===== src/hw/pwd_pkg.sv =====
// Constants for the pulse and window watchdog
package pwd_pkg;
  // Clock and time base
  localparam int CLK_PERIOD_NS = 5;
  localparam int TICK_NS       = 10000;
  localparam int TICK_CYCLES   = TICK_NS / CLK_PERIOD_NS;
  localparam int TICKS_PER_MS  = 1000000 / TICK_NS;
  // Times in ms
  localparam int RECONF_MS         = 250;
  localparam int SUPPLY_DISABLE_MS = 250;
  localparam int ANTI_LATCHUP_MS   = 10000;
  localparam int FAULT_PULSE_MS    = 2;
  // Nominal pulse spacing in 10 us units
  localparam logic [15:0] NOMINAL_PERIOD = 16'h00c8;
  localparam logic [15:0] SLOW_SCALE     = 16'h0004;
  // Register offsets
  localparam logic [4:0] ADDR_EDGE_VALID = 5'h05;
  localparam logic [4:0] ADDR_MIN_ADJ    = 5'h06;
  localparam logic [4:0] ADDR_MAX_ADJ    = 5'h07;
  localparam logic [4:0] ADDR_SELECT     = 5'h08;
  localparam logic [4:0] ADDR_LIMITS     = 5'h09;
  localparam logic [4:0] ADDR_OPTIONS    = 5'h0a;
  localparam logic [4:0] ADDR_STATUS     = 5'h0c;
  // Reset values
  localparam logic [7:0] EDGE_VALID_RST = 8'h40;
  localparam logic [7:0] MIN_ADJ_RST    = 8'h0c;
  localparam logic [7:0] MAX_ADJ_RST    = 8'h0c;
  localparam logic [7:0] SELECT_RST     = 8'h00;
  localparam logic [7:0] LIMITS_RST     = 8'h84;
  localparam logic [7:0] OPTIONS_RST    = 8'h00;
  // Field positions
  localparam int EDGE_SEL_LSB  = 0;
  localparam int VALID_LSB     = 4;
  localparam int FAST_LSB      = 0;
  localparam int SLOW_LSB      = 4;
  localparam int RST_ON_FLT_BIT = 0;
  localparam logic [1:0] SEL_WINDOW = 2'h1;
  // Edge counts
  localparam logic [3:0] EDGES_4  = 4'h4;
  localparam logic [3:0] EDGES_6  = 4'h6;
  localparam logic [3:0] EDGES_8  = 4'h8;
  localparam logic [3:0] EDGES_10 = 4'ha;

  typedef enum logic [3:0] {
    ST_IDLE, ST_TEST1, ST_TEST_INV, ST_TEST2, ST_ACTIVE,
    ST_PFAULT, ST_FLASH, ST_WIN_RUN, ST_WFAULT
  } wd_state_e;

  function automatic logic [3:0] edge_count_f(input logic [1:0] sel);
    unique case (sel)
      2'h0: edge_count_f = EDGES_4;
      2'h1: edge_count_f = EDGES_6;
      2'h2: edge_count_f = EDGES_8;
      2'h3: edge_count_f = EDGES_10;
    endcase
  endfunction : edge_count_f
endpackage : pwd_pkg


===== src/hw/pulse_window_watchdog.sv =====
// Pulse-period and window watchdog with its configuration registers
// Functional notes
// After power-on reset rises, pulse mode runs; 250 ms to reconfigure.
// Configuration writes are ignored once window mode is selected or the 250 ms reconfigure time ends.
// Pulse fault: enable low now, CAN rail off 250 ms, logic enable 10 s.
// Edge count finishing between min and max timers increments valid counter.
// Pulse-ok at programmed valid count; enable needs ok, reset, 3.3 V, no error.
// Early or late completion decrements valid counter; zero means pulse fault.
// Too few edges by max timer: decrement, restart timers, next edge resyncs.
// Min timer edges*(2+min adjust) ms, max timer edges*(2+max adjust) ms.
// Edge count is 4, 6, 8 or 10, default 4.
// Min adjust -0.08 to -0.15 ms in 0.01 steps, default -0.12; max 0.12.
// Flash mode holds enable low only; secured restart leaves it.
// Startup needs valid, invalid, then valid series before supply-disable time.
// During startup test the fault status and fault flag stay inactive.
// Second startup series uses half the valid count, full once active.
// Missing second series at supply-disable time enters pulse fault mode.
// After invalid pulses enable latched low, rail then logic enable removed.
// Window select at 0x08, fast and slow limits at 0x09.
// Window mode faults on too short or too long edge interval.
// Window fault drops enable, optional 2 ms reset pulse, holds to restart.
// Restart resumes previous configuration; power loss resets it.
// Processor programs window registers and starts pulses before selecting.
// Processor should drive valid pulses before issuing a restart.
// Fault reset pulse lasts 2 ms.
// Active-low fault flag goes low while a reportable fault exists.
// Restart and flash arrive as one-cycle strobes; timers use system clock.
// Restart clears fault, reloads valid counter, timers, pending timeouts.
module pulse_window_watchdog
  import pwd_pkg::*;
#(
  parameter int RECONF_TICKS   = RECONF_MS * TICKS_PER_MS,
  parameter int SUPPLY_TICKS   = SUPPLY_DISABLE_MS * TICKS_PER_MS,
  parameter int ANTI_TICKS     = ANTI_LATCHUP_MS * TICKS_PER_MS,
  parameter int FLT_PULSE_TICKS = FAULT_PULSE_MS * TICKS_PER_MS
)
(
  // Clock and reset
  input  wire logic       mclk_i,
  input  wire logic       arst_n_i,
  // Register port from the serial interface
  input  wire logic       reg_wr_i,
  input  wire logic [4:0] reg_addr_i,
  input  wire logic [7:0] reg_wdata_i,
  output logic      [7:0] reg_rdata_o,
  // Secured command strobes
  input  wire logic       restart_i,
  input  wire logic       flash_enter_i,
  // Supervised conditions
  input  wire logic       watchdog_pulse_input_i,
  input  wire logic       por_ok_i,
  input  wire logic       rail_3p3_en_i,
  input  wire logic       no_error_condition_i,
  // Outputs
  output logic            power_on_enable_o,
  output logic            power_on_reset_n_o,
  output logic            can_rail_en_o,
  output logic            logic_enable_pin_allow_o,
  output logic            fault_flag_n_o,
  output logic            watchdog_fault_status_o,
  output logic            pulse_ok_o
);

  localparam logic [20:0] SUPPLY_T = 21'(SUPPLY_TICKS);
  localparam logic [20:0] ANTI_T   = 21'(SUPPLY_TICKS + ANTI_TICKS);
  localparam logic [20:0] RECONF_T = 21'(RECONF_TICKS);
  localparam logic [20:0] FPULSE_T = 21'(FLT_PULSE_TICKS);
  localparam logic [10:0] TICK_T   = 11'(TICK_CYCLES - 1);

  wd_state_e   state_reg, state_next;
  logic [10:0] presc_reg;
  logic [20:0] reconf_reg, phase_reg, power_on_reset_n_cnt_reg;
  logic [15:0] timer_reg, win_timer_reg, tmin, tmax, tfast, tslow;
  logic [7:0]  edge_valid_reg, min_adj_reg, max_adj_reg, select_reg, limits_reg, options_reg;
  logic [3:0]  edge_cnt_reg, valid_cnt_reg, edge_count, valid_full, target;
  logic        tick, lock_reg, s1_reg, s2_reg, s3_reg, clean_reg, edge_q, resync_reg;
  logic        win_armed_reg, win_ok_reg, complete, good_ev, bad_ev, checking;
  logic        cfg_wr, win_sel_wr, win_fault, fault_now, ok_now, pfault_entry, wfault_entry;

  // 10 us time base from the system clock
  always_ff @(posedge mclk_i or negedge arst_n_i)
  begin
    if (!arst_n_i)
      presc_reg <= 11'h000;
    else if (tick)
      presc_reg <= 11'h000;
    else
      presc_reg <= presc_reg + 11'h001;
  end
  assign tick = (presc_reg == TICK_T);

  // Pin synchroniser and qualified rising edge
  always_ff @(posedge mclk_i or negedge arst_n_i)
  begin
    if (!arst_n_i)
      {s1_reg, s2_reg, s3_reg, clean_reg} <= 4'h0;
    else
    begin
      {s3_reg, s2_reg, s1_reg} <= {s2_reg, s1_reg, watchdog_pulse_input_i};
      if (s2_reg == s3_reg)
        clean_reg <= s3_reg;
    end
  end
  assign edge_q = (s2_reg == s3_reg) && s3_reg && !clean_reg;

  // Configuration registers
  assign cfg_wr     = reg_wr_i && !lock_reg;
  assign win_sel_wr = cfg_wr && (reg_addr_i == ADDR_SELECT)
                      && (reg_wdata_i[1:0] == SEL_WINDOW);

  always_ff @(posedge mclk_i or negedge arst_n_i)
  begin
    if (!arst_n_i)
    begin
      edge_valid_reg <= EDGE_VALID_RST;
      min_adj_reg    <= MIN_ADJ_RST;
      max_adj_reg    <= MAX_ADJ_RST;
      select_reg     <= SELECT_RST;
      limits_reg     <= LIMITS_RST;
      options_reg    <= OPTIONS_RST;
    end
    else if (cfg_wr)
    begin
      unique case (reg_addr_i)
        ADDR_EDGE_VALID: edge_valid_reg <= reg_wdata_i;
        ADDR_MIN_ADJ:    min_adj_reg    <= reg_wdata_i;
        ADDR_MAX_ADJ:    max_adj_reg    <= reg_wdata_i;
        ADDR_SELECT:     select_reg     <= reg_wdata_i;
        ADDR_LIMITS:     limits_reg     <= reg_wdata_i;
        ADDR_OPTIONS:    options_reg    <= reg_wdata_i;
        default:         ;
      endcase
    end
  end

  // Reconfiguration window and write lock
  always_ff @(posedge mclk_i or negedge arst_n_i)
  begin
    if (!arst_n_i)
    begin
      reconf_reg <= 21'h000000;
      lock_reg   <= 1'b0;
    end
    else if (restart_i || state_reg == ST_IDLE)
    begin
      reconf_reg <= 21'h000000;
      lock_reg   <= 1'b0;
    end
    else if (win_sel_wr || reconf_reg >= RECONF_T)
      lock_reg <= 1'b1;
    else if (tick)
      reconf_reg <= reconf_reg + 21'h000001;
  end

  // Timer limits in 10 us units
  assign edge_count = edge_count_f(edge_valid_reg[EDGE_SEL_LSB +: 2]);
  assign tmin  = 16'(16'(edge_count) * (NOMINAL_PERIOD - 16'(min_adj_reg)));
  assign tmax  = 16'(16'(edge_count) * (NOMINAL_PERIOD + 16'(max_adj_reg)));
  assign tfast = 16'(16'(limits_reg[FAST_LSB +: 4]) * 16'(TICKS_PER_MS));
  assign tslow = 16'(16'(limits_reg[SLOW_LSB +: 4]) * SLOW_SCALE
                 * 16'(TICKS_PER_MS));
  assign valid_full = edge_valid_reg[VALID_LSB +: 4];
  assign target = (state_reg == ST_TEST2) ? (valid_full >> 1) : valid_full;

  // Edge series qualification
  assign checking = (state_reg == ST_TEST1) || (state_reg == ST_TEST_INV)
                    || (state_reg == ST_TEST2) || (state_reg == ST_ACTIVE);
  assign complete = edge_q && !resync_reg && (edge_cnt_reg == edge_count - 4'h1);
  assign good_ev  = complete && (timer_reg >= tmin) && (timer_reg <= tmax);
  assign bad_ev   = (complete && !good_ev) || (timer_reg > tmax);
  assign ok_now   = (target != 4'h0) && (valid_cnt_reg >= target);
  assign fault_now = bad_ev && (valid_cnt_reg <= 4'h1);

  always_ff @(posedge mclk_i or negedge arst_n_i)
  begin
    if (!arst_n_i)
      {edge_cnt_reg, timer_reg, resync_reg} <= 21'h000000;
    else if (!checking || restart_i)
      {edge_cnt_reg, timer_reg, resync_reg} <= 21'h000000;
    else if (complete || timer_reg > tmax)
    begin
      edge_cnt_reg <= 4'h0;
      timer_reg    <= 16'h0000;
      resync_reg   <= !complete;
    end
    else if (edge_q && resync_reg)
      {edge_cnt_reg, timer_reg, resync_reg} <= 21'h000000;
    else
    begin
      if (edge_q)
        edge_cnt_reg <= edge_cnt_reg + 4'h1;
      if (tick)
        timer_reg <= timer_reg + 16'h0001;
    end
  end

  // Valid counter
  always_ff @(posedge mclk_i or negedge arst_n_i)
  begin
    if (!arst_n_i)
      valid_cnt_reg <= 4'h0;
    else if (restart_i || (state_reg == ST_TEST2 && state_next == ST_ACTIVE))
      valid_cnt_reg <= valid_full;
    else if (state_reg == ST_TEST_INV && state_next == ST_TEST2)
      valid_cnt_reg <= 4'h0;
    else if (!checking)
      valid_cnt_reg <= 4'h0;
    else if (good_ev && valid_cnt_reg < valid_full)
      valid_cnt_reg <= valid_cnt_reg + 4'h1;
    else if (bad_ev && valid_cnt_reg != 4'h0)
      valid_cnt_reg <= valid_cnt_reg - 4'h1;
  end

  // Window interval measurement
  assign win_fault = (state_reg == ST_WIN_RUN) && win_armed_reg
                     && ((edge_q && win_timer_reg < tfast)
                         || win_timer_reg > tslow);

  always_ff @(posedge mclk_i or negedge arst_n_i)
  begin
    if (!arst_n_i)
      {win_timer_reg, win_armed_reg, win_ok_reg} <= 18'h00000;
    else if (state_reg != ST_WIN_RUN || restart_i)
      {win_timer_reg, win_armed_reg, win_ok_reg} <= 18'h00000;
    else if (edge_q)
    begin
      win_timer_reg <= 16'h0000;
      win_armed_reg <= 1'b1;
      win_ok_reg    <= win_armed_reg && !win_fault;
    end
    else if (tick)
      win_timer_reg <= win_timer_reg + 16'h0001;
  end

  // Supervisor state machine
  always_comb
  begin
    state_next = state_reg;
    unique case (state_reg)
      ST_IDLE:
        if (por_ok_i)
          state_next = ST_TEST1;
      ST_TEST1:
        if (ok_now)
          state_next = ST_TEST_INV;
      ST_TEST_INV:
        if (bad_ev)
          state_next = ST_TEST2;
      ST_TEST2:
        if (ok_now)
          state_next = ST_ACTIVE;
      ST_ACTIVE:
        if (fault_now)
          state_next = ST_PFAULT;
      ST_PFAULT, ST_FLASH, ST_WIN_RUN, ST_WFAULT:
        ;
    endcase
    if ((state_reg == ST_TEST1 || state_reg == ST_TEST_INV
         || state_reg == ST_TEST2) && state_next != ST_ACTIVE
        && phase_reg >= SUPPLY_T)
      state_next = ST_PFAULT;
    if (win_fault)
      state_next = ST_WFAULT;
    if (win_sel_wr && checking)
      state_next = ST_WIN_RUN;
    if (flash_enter_i && state_reg != ST_IDLE)
      state_next = ST_FLASH;
    if (restart_i && state_reg != ST_IDLE)
      state_next = (select_reg[1:0] == SEL_WINDOW) ? ST_WIN_RUN : ST_ACTIVE;
  end

  always_ff @(posedge mclk_i or negedge arst_n_i)
  begin
    if (!arst_n_i)
      state_reg <= ST_IDLE;
    else
      state_reg <= state_next;
  end

  // Startup and fault timeout timer
  assign pfault_entry = (state_next == ST_PFAULT) && (state_reg != ST_PFAULT);
  assign wfault_entry = (state_next == ST_WFAULT) && (state_reg != ST_WFAULT);

  always_ff @(posedge mclk_i or negedge arst_n_i)
  begin
    if (!arst_n_i)
      phase_reg <= 21'h000000;
    else if (pfault_entry || state_reg == ST_IDLE || restart_i)
      phase_reg <= 21'h000000;
    else if (tick && phase_reg < ANTI_T)
      phase_reg <= phase_reg + 21'h000001;
  end

  // Fault-triggered reset pulse
  always_ff @(posedge mclk_i or negedge arst_n_i)
  begin
    if (!arst_n_i)
      power_on_reset_n_cnt_reg <= 21'h000000;
    else if (wfault_entry && options_reg[RST_ON_FLT_BIT])
      power_on_reset_n_cnt_reg <= FPULSE_T;
    else if (tick && power_on_reset_n_cnt_reg != 21'h000000)
      power_on_reset_n_cnt_reg <= power_on_reset_n_cnt_reg - 21'h000001;
  end

  // Registered outputs
  always_ff @(posedge mclk_i or negedge arst_n_i)
  begin
    if (!arst_n_i)
    begin
      power_on_enable_o        <= 1'b0;
      power_on_reset_n_o       <= 1'b0;
      can_rail_en_o            <= 1'b1;
      logic_enable_pin_allow_o <= 1'b1;
      fault_flag_n_o           <= 1'b1;
      watchdog_fault_status_o  <= 1'b0;
      pulse_ok_o               <= 1'b0;
    end
    else
    begin
      pulse_ok_o <= (state_reg == ST_WIN_RUN) ? win_ok_reg
                    : (checking && ok_now);
      power_on_enable_o <= ((state_reg == ST_ACTIVE && ok_now)
                            || (state_reg == ST_WIN_RUN && win_ok_reg))
                           && por_ok_i && rail_3p3_en_i
                           && no_error_condition_i;
      power_on_reset_n_o <= por_ok_i && (power_on_reset_n_cnt_reg == 21'h000000);
      can_rail_en_o <= !(state_reg == ST_PFAULT && phase_reg >= SUPPLY_T);
      logic_enable_pin_allow_o <= !(state_reg == ST_PFAULT
                                    && phase_reg >= ANTI_T);
      watchdog_fault_status_o <= (state_reg == ST_PFAULT)
                                 || (state_reg == ST_WFAULT);
      fault_flag_n_o <= !((state_reg == ST_PFAULT)
                          || (state_reg == ST_WFAULT));
    end
  end

  // Register read data
  always_ff @(posedge mclk_i or negedge arst_n_i)
  begin
    if (!arst_n_i)
      reg_rdata_o <= 8'h00;
    else
    begin
      unique case (reg_addr_i)
        ADDR_EDGE_VALID: reg_rdata_o <= edge_valid_reg;
        ADDR_MIN_ADJ:    reg_rdata_o <= min_adj_reg;
        ADDR_MAX_ADJ:    reg_rdata_o <= max_adj_reg;
        ADDR_SELECT:     reg_rdata_o <= select_reg;
        ADDR_LIMITS:     reg_rdata_o <= limits_reg;
        ADDR_OPTIONS:    reg_rdata_o <= options_reg;
        ADDR_STATUS:     reg_rdata_o <= {lock_reg, pulse_ok_o, can_rail_en_o, logic_enable_pin_allow_o,
                                         watchdog_fault_status_o, state_reg == ST_FLASH,
                                         state_reg == ST_WIN_RUN, state_reg == ST_ACTIVE};
        default:         reg_rdata_o <= 8'h00;
      endcase
    end
  end

endmodule : pulse_window_watchdog


===== config.mk =====
export PLATFORM = sky130hd
export DESIGN_NAME = pulse_window_watchdog
export DESIGN_NICKNAME = d
export VERILOG_FILES = /design/src/hw/pwd_pkg.sv /design/src/hw/pulse_window_watchdog.sv
export SDC_FILE = /design/constraint.sdc
export NUM_CORES = 1
export LEC_CHECK = 0
export BUFFER_PORTS_ARGS = -buffer_cell sky130_fd_sc_hd__buf_2
export CAP_MARGIN = 20
export CORE_MARGIN = 5
export CORE_UTILIZATION = 50
export DETAILED_ROUTE_END_ITERATION = 8
export PLACE_DENSITY = 0.64
export SLEW_MARGIN = 20
export SYNTH_ARGS = -nofsm -noshare
export SYNTH_HDL_FRONTEND = slang
export SYNTH_SLANG_ARGS = --single-unit

===== constraint.sdc =====
create_clock -name mclk_i -period 18.9 [get_ports mclk_i]
set_clock_uncertainty 0.15 [all_clocks]
set_input_delay 1.89 -clock mclk_i [delete_from_list [all_inputs] [get_ports mclk_i]]
set_output_delay 1.89 -clock mclk_i [all_outputs]
set_load 0.01 [all_outputs]

==> reports/results.md <==
| Metric | Reported | Unit |
|:---|:---|:---|
| Run status | finished clean | - |
| Pint | 0.8839 | mW |
| Area of the die | 28640 | sq um |
| Setup Viol. Count Final | 0 | - |
| Pin count of the biggest net entering global routing | 112 | - |
| Mapped cell area | 12680 | sq um |
| Final net count | 1541 | - |
| Syn_area_per_cell | 9.531 | sq um |
| Root buffer cell | clkbuf_16 | - |
| Number of input and output port buffers inserted | 36 | - |
| First-pass GRT wire length | 48400 | um |
| Number of CTS-inserted buffers | 17 | - |
| Top library cells by usage in the layout, fill and taps aside | nor2_1, dfrtp_1, ha_1 | - |
| Clock Sinks | 189 | - |
| Prevailing post-synth register cell | dfrtp_1 | - |
| Crit. End Element | flop | - |
| Kind of start point of the critical path | flop | - |
| Leakage | 6.444 | nW |
| Count of standard-cell rows | 58 | - |
| Routed WL per cell | 17.02 | um |
| Worst hold path type | flop to flop | - |
| Required time at the worst-slack endpoint | 19.08 | ns |
| Congestion Overflow GR | 0 | - |
| Final Hold Fails | 0 | - |
| Non-Filler Cell Area, Final | 13850 | sq um |
| Post-synthesis to final-layout area growth | 9.258 | % |
| Fillers | 2279 | - |
| Num ports | 37 | - |
| Worst-case vdd ir drop | 62.08 | uV |
| Achievable frequency | 0.1349 | GHz |
| Number of buffers added to fix hold violations after cts | 0 | - |
| Gate Count Post-Synth | 1330 | - |
| Horizontal die dimension | 169.2 | um |
| Combinational group share of total power | 38.1 | % |
| Number of antenna violations at the first check in global routing | 0 | - |
| Ratio of total power to cell area | 100.8 | nW/um^2 |
| Detailed-routing iteration count for the pre-antenna-repair pass | 6 | - |
| RSZ-0062 raised after global routing | false | - |
| Most frequent cell on the critical path | ha_1 | - |
| Via count of the first global-routing pass | 9596 | - |
| Final min period | 7.415 | ns |
| Net Sw Power | 0.5127 | mW |
| Worst path arrival time | 7.60 | ns |
| Post-DP Area | 13200 | sq um |
| Crit Path Category | flop to flop | - |
| Number of standard cells in the final layout excluding fillers | 1705 | - |
| Slowest-stage cell, CP | nor2_1 | - |
| CTS resizes | 0 | - |
| Max Cap Viol | 0 | - |
| Most common cell after layout, fill and taps aside | nor2_1 | - |
| Final worst hold slack | 0.2251 | ns |
| Maximum buffer depth of the clock tree | 2 | - |
| Post-synthesis sequential area ratio | 37.41 | % |
| Setup Buffers After CTS | 0 | - |
| Routed Antenna Nets | 0 | - |
| Initial standard-cell utilization of the core | 50.48 | % |
| Share of layout cells above drive strength 1 | 10.76 | % |
| Number of violations reported at the end of detailed-routing iteration 0 | 821 | - |
| Syn. warnings | 0 | - |
| Count of cell types in the netlist | 76 | - |
| Post-DR vias/cell | 5.645 | - |
| Ant diodes | 0 | - |
| TritonCTS clock tree | yes | - |
| Transition time at the pin with the least slew margin | 1.044 | ns |
| Share of total power in the clock network | 27.5 | % |
| Clock Pin Slew Worst Setup and Hold Paths | 0.07 | ns |
| Total global-route track usage | 20.76 | % |
| Area of the core | 25110 | sq um |
| Depth of the CTS H-tree | 4 | - |
| Worst-Skew Late Latency | 0.43 | ns |
| Total power | 1.397 | mW |
| Seq pwr share | 34.4 | % |
| Relative max-transition margin | 29.89 | % |
| Vias after detailed routing | 9625 | - |
| Drc violations | 0 | - |
| Switching power as a share of total power | 36.71 | % |
| Total half-perimeter wirelength after legalization and detailed placement | 21880 | um |
| Post-synthesis register bit count | 189 | - |
| CP peak stage delay | 0.59 | ns |
| Final weighted congestion in routability-driven placement | 0.9201 | - |
| EDFF count, synth | 0 | - |
| Die Ht | 169.2 | um |
| Setup tns final | 0 | ns |
| Number of placed instances, taps included | 1672 | - |
| Fin. max-slew vios | 0 | - |
| CP max FO | 12 | - |
| Share of the clock period used by the worst path after layout | 39.24 | % |
| Detailed-route wire length | 29020 | um |
| Share of synthesized registers carrying an async set or reset | 100.0 | % |
-- worst max-delay path: cells and delay by family, from the launching register on --
kind	cells	cell delay [ns]
flip-flops	1	0.51
XOR/XNOR	1	0.20
AO/OA/AOI/OAI	11	2.54
adder cells (fa/ha/maj)	7	2.13
buffers and inverters	2	0.22
AND/OR/NAND/NOR	6	1.15
multiplexers	1	0.41
-- final timing paths --
path                                                from                      endpoint  slack (ns)  cells past startpoint
max                        edge_valid_reg[1]$_DFFE_PN0P_  valid_cnt_reg[3]$_DFFE_PN0P_       11.48                     28
min                                     s1_reg$_DFF_PN0_              s2_reg$_DFF_PN0_        0.23                      0
max reg2reg                edge_valid_reg[1]$_DFFE_PN0P_  valid_cnt_reg[3]$_DFFE_PN0P_       11.48                     28
min reg2reg                             s1_reg$_DFF_PN0_              s2_reg$_DFF_PN0_        0.23                      0
max in group asynchronous                       arst_n_i       can_rail_en_o$_DFF_PN1_       15.80                      3
min in group asynchronous                       arst_n_i        presc_reg[8]$_DFF_PN0_        1.42                      1
-- cells by family after synthesis --
kind of cell	after synthesis	synth area share [%]
AOI/OAI and AO/OA	201	10.66
DFF	189	37.41
buffers and inverters	115	3.563
adders and majority gates	157	16.62
and+or+nand+nor	501	19.30
muxes	51	4.471
xor gates and xnor gates	115	7.946
other	1	0.02958
-- per-layer routing --
layer / routed length, um / share of wire (%) / vias to the layer above / global-route usage (%)
met1: 13260 / 46 / 4658 / 27.63
met5: 0 / 0 / - / 0
met4: 685 / 2.4 / 0 / 6.510
li1: - / - / 4703 / -
met3: 1242 / 4.3 / 55 / 3.727
met2: 13820 / 48 / 209 / 34.70
-- cells in the mapped netlist (25+ instances only) --
cell     count  share of area (%)
o21ai_0     39                1.5
xnor2_1     52                3.6
a21oi_1     56                2.2
xor2_1      63                4.4
mux2_2      42                3.7
nand3_1     46                1.8
nor2b_1     25                1.2
ha_1       138                 14
inv_1       85                2.5
nor2_1     186                5.5
dfrtp_1    179                 35
nand2_1     92                2.7
-- final cells by class --
type	instances	area [sq um]	share of cell area [%]
repair buffers	42	246.5	1.780
inverters	85	319.1	2.304
multi-input cells	1027	7501	54.16
clock inverters	13	175.2	1.265
well taps	330	412.9	2.981
flip-flops and latches	189	4742	34.24
clock buffers	19	452.9	3.270
-- power by group through the flow --
stage	Sequential, mW	Combinational, mW	Clock, mW
final	0.480	0.532	0.385
after floorplan	0.468	0.403	0
after global placement	0.485	0.522	0
after detailed placement	0.486	0.532	0
after global routing	0.484	0.607	0.411
after CTS	0.479	0.537	0.393
-- through the flow --
step	util (%)	setup WS (ns)
floorplan	-	12.65
global placement	52.57	11.87
finish	55.16	11.48
global route	55.16	10.88
CTS	55.07	11.57
detailed placement	52.57	11.60
No activity file was read; power rests on OpenSTA's default activity.
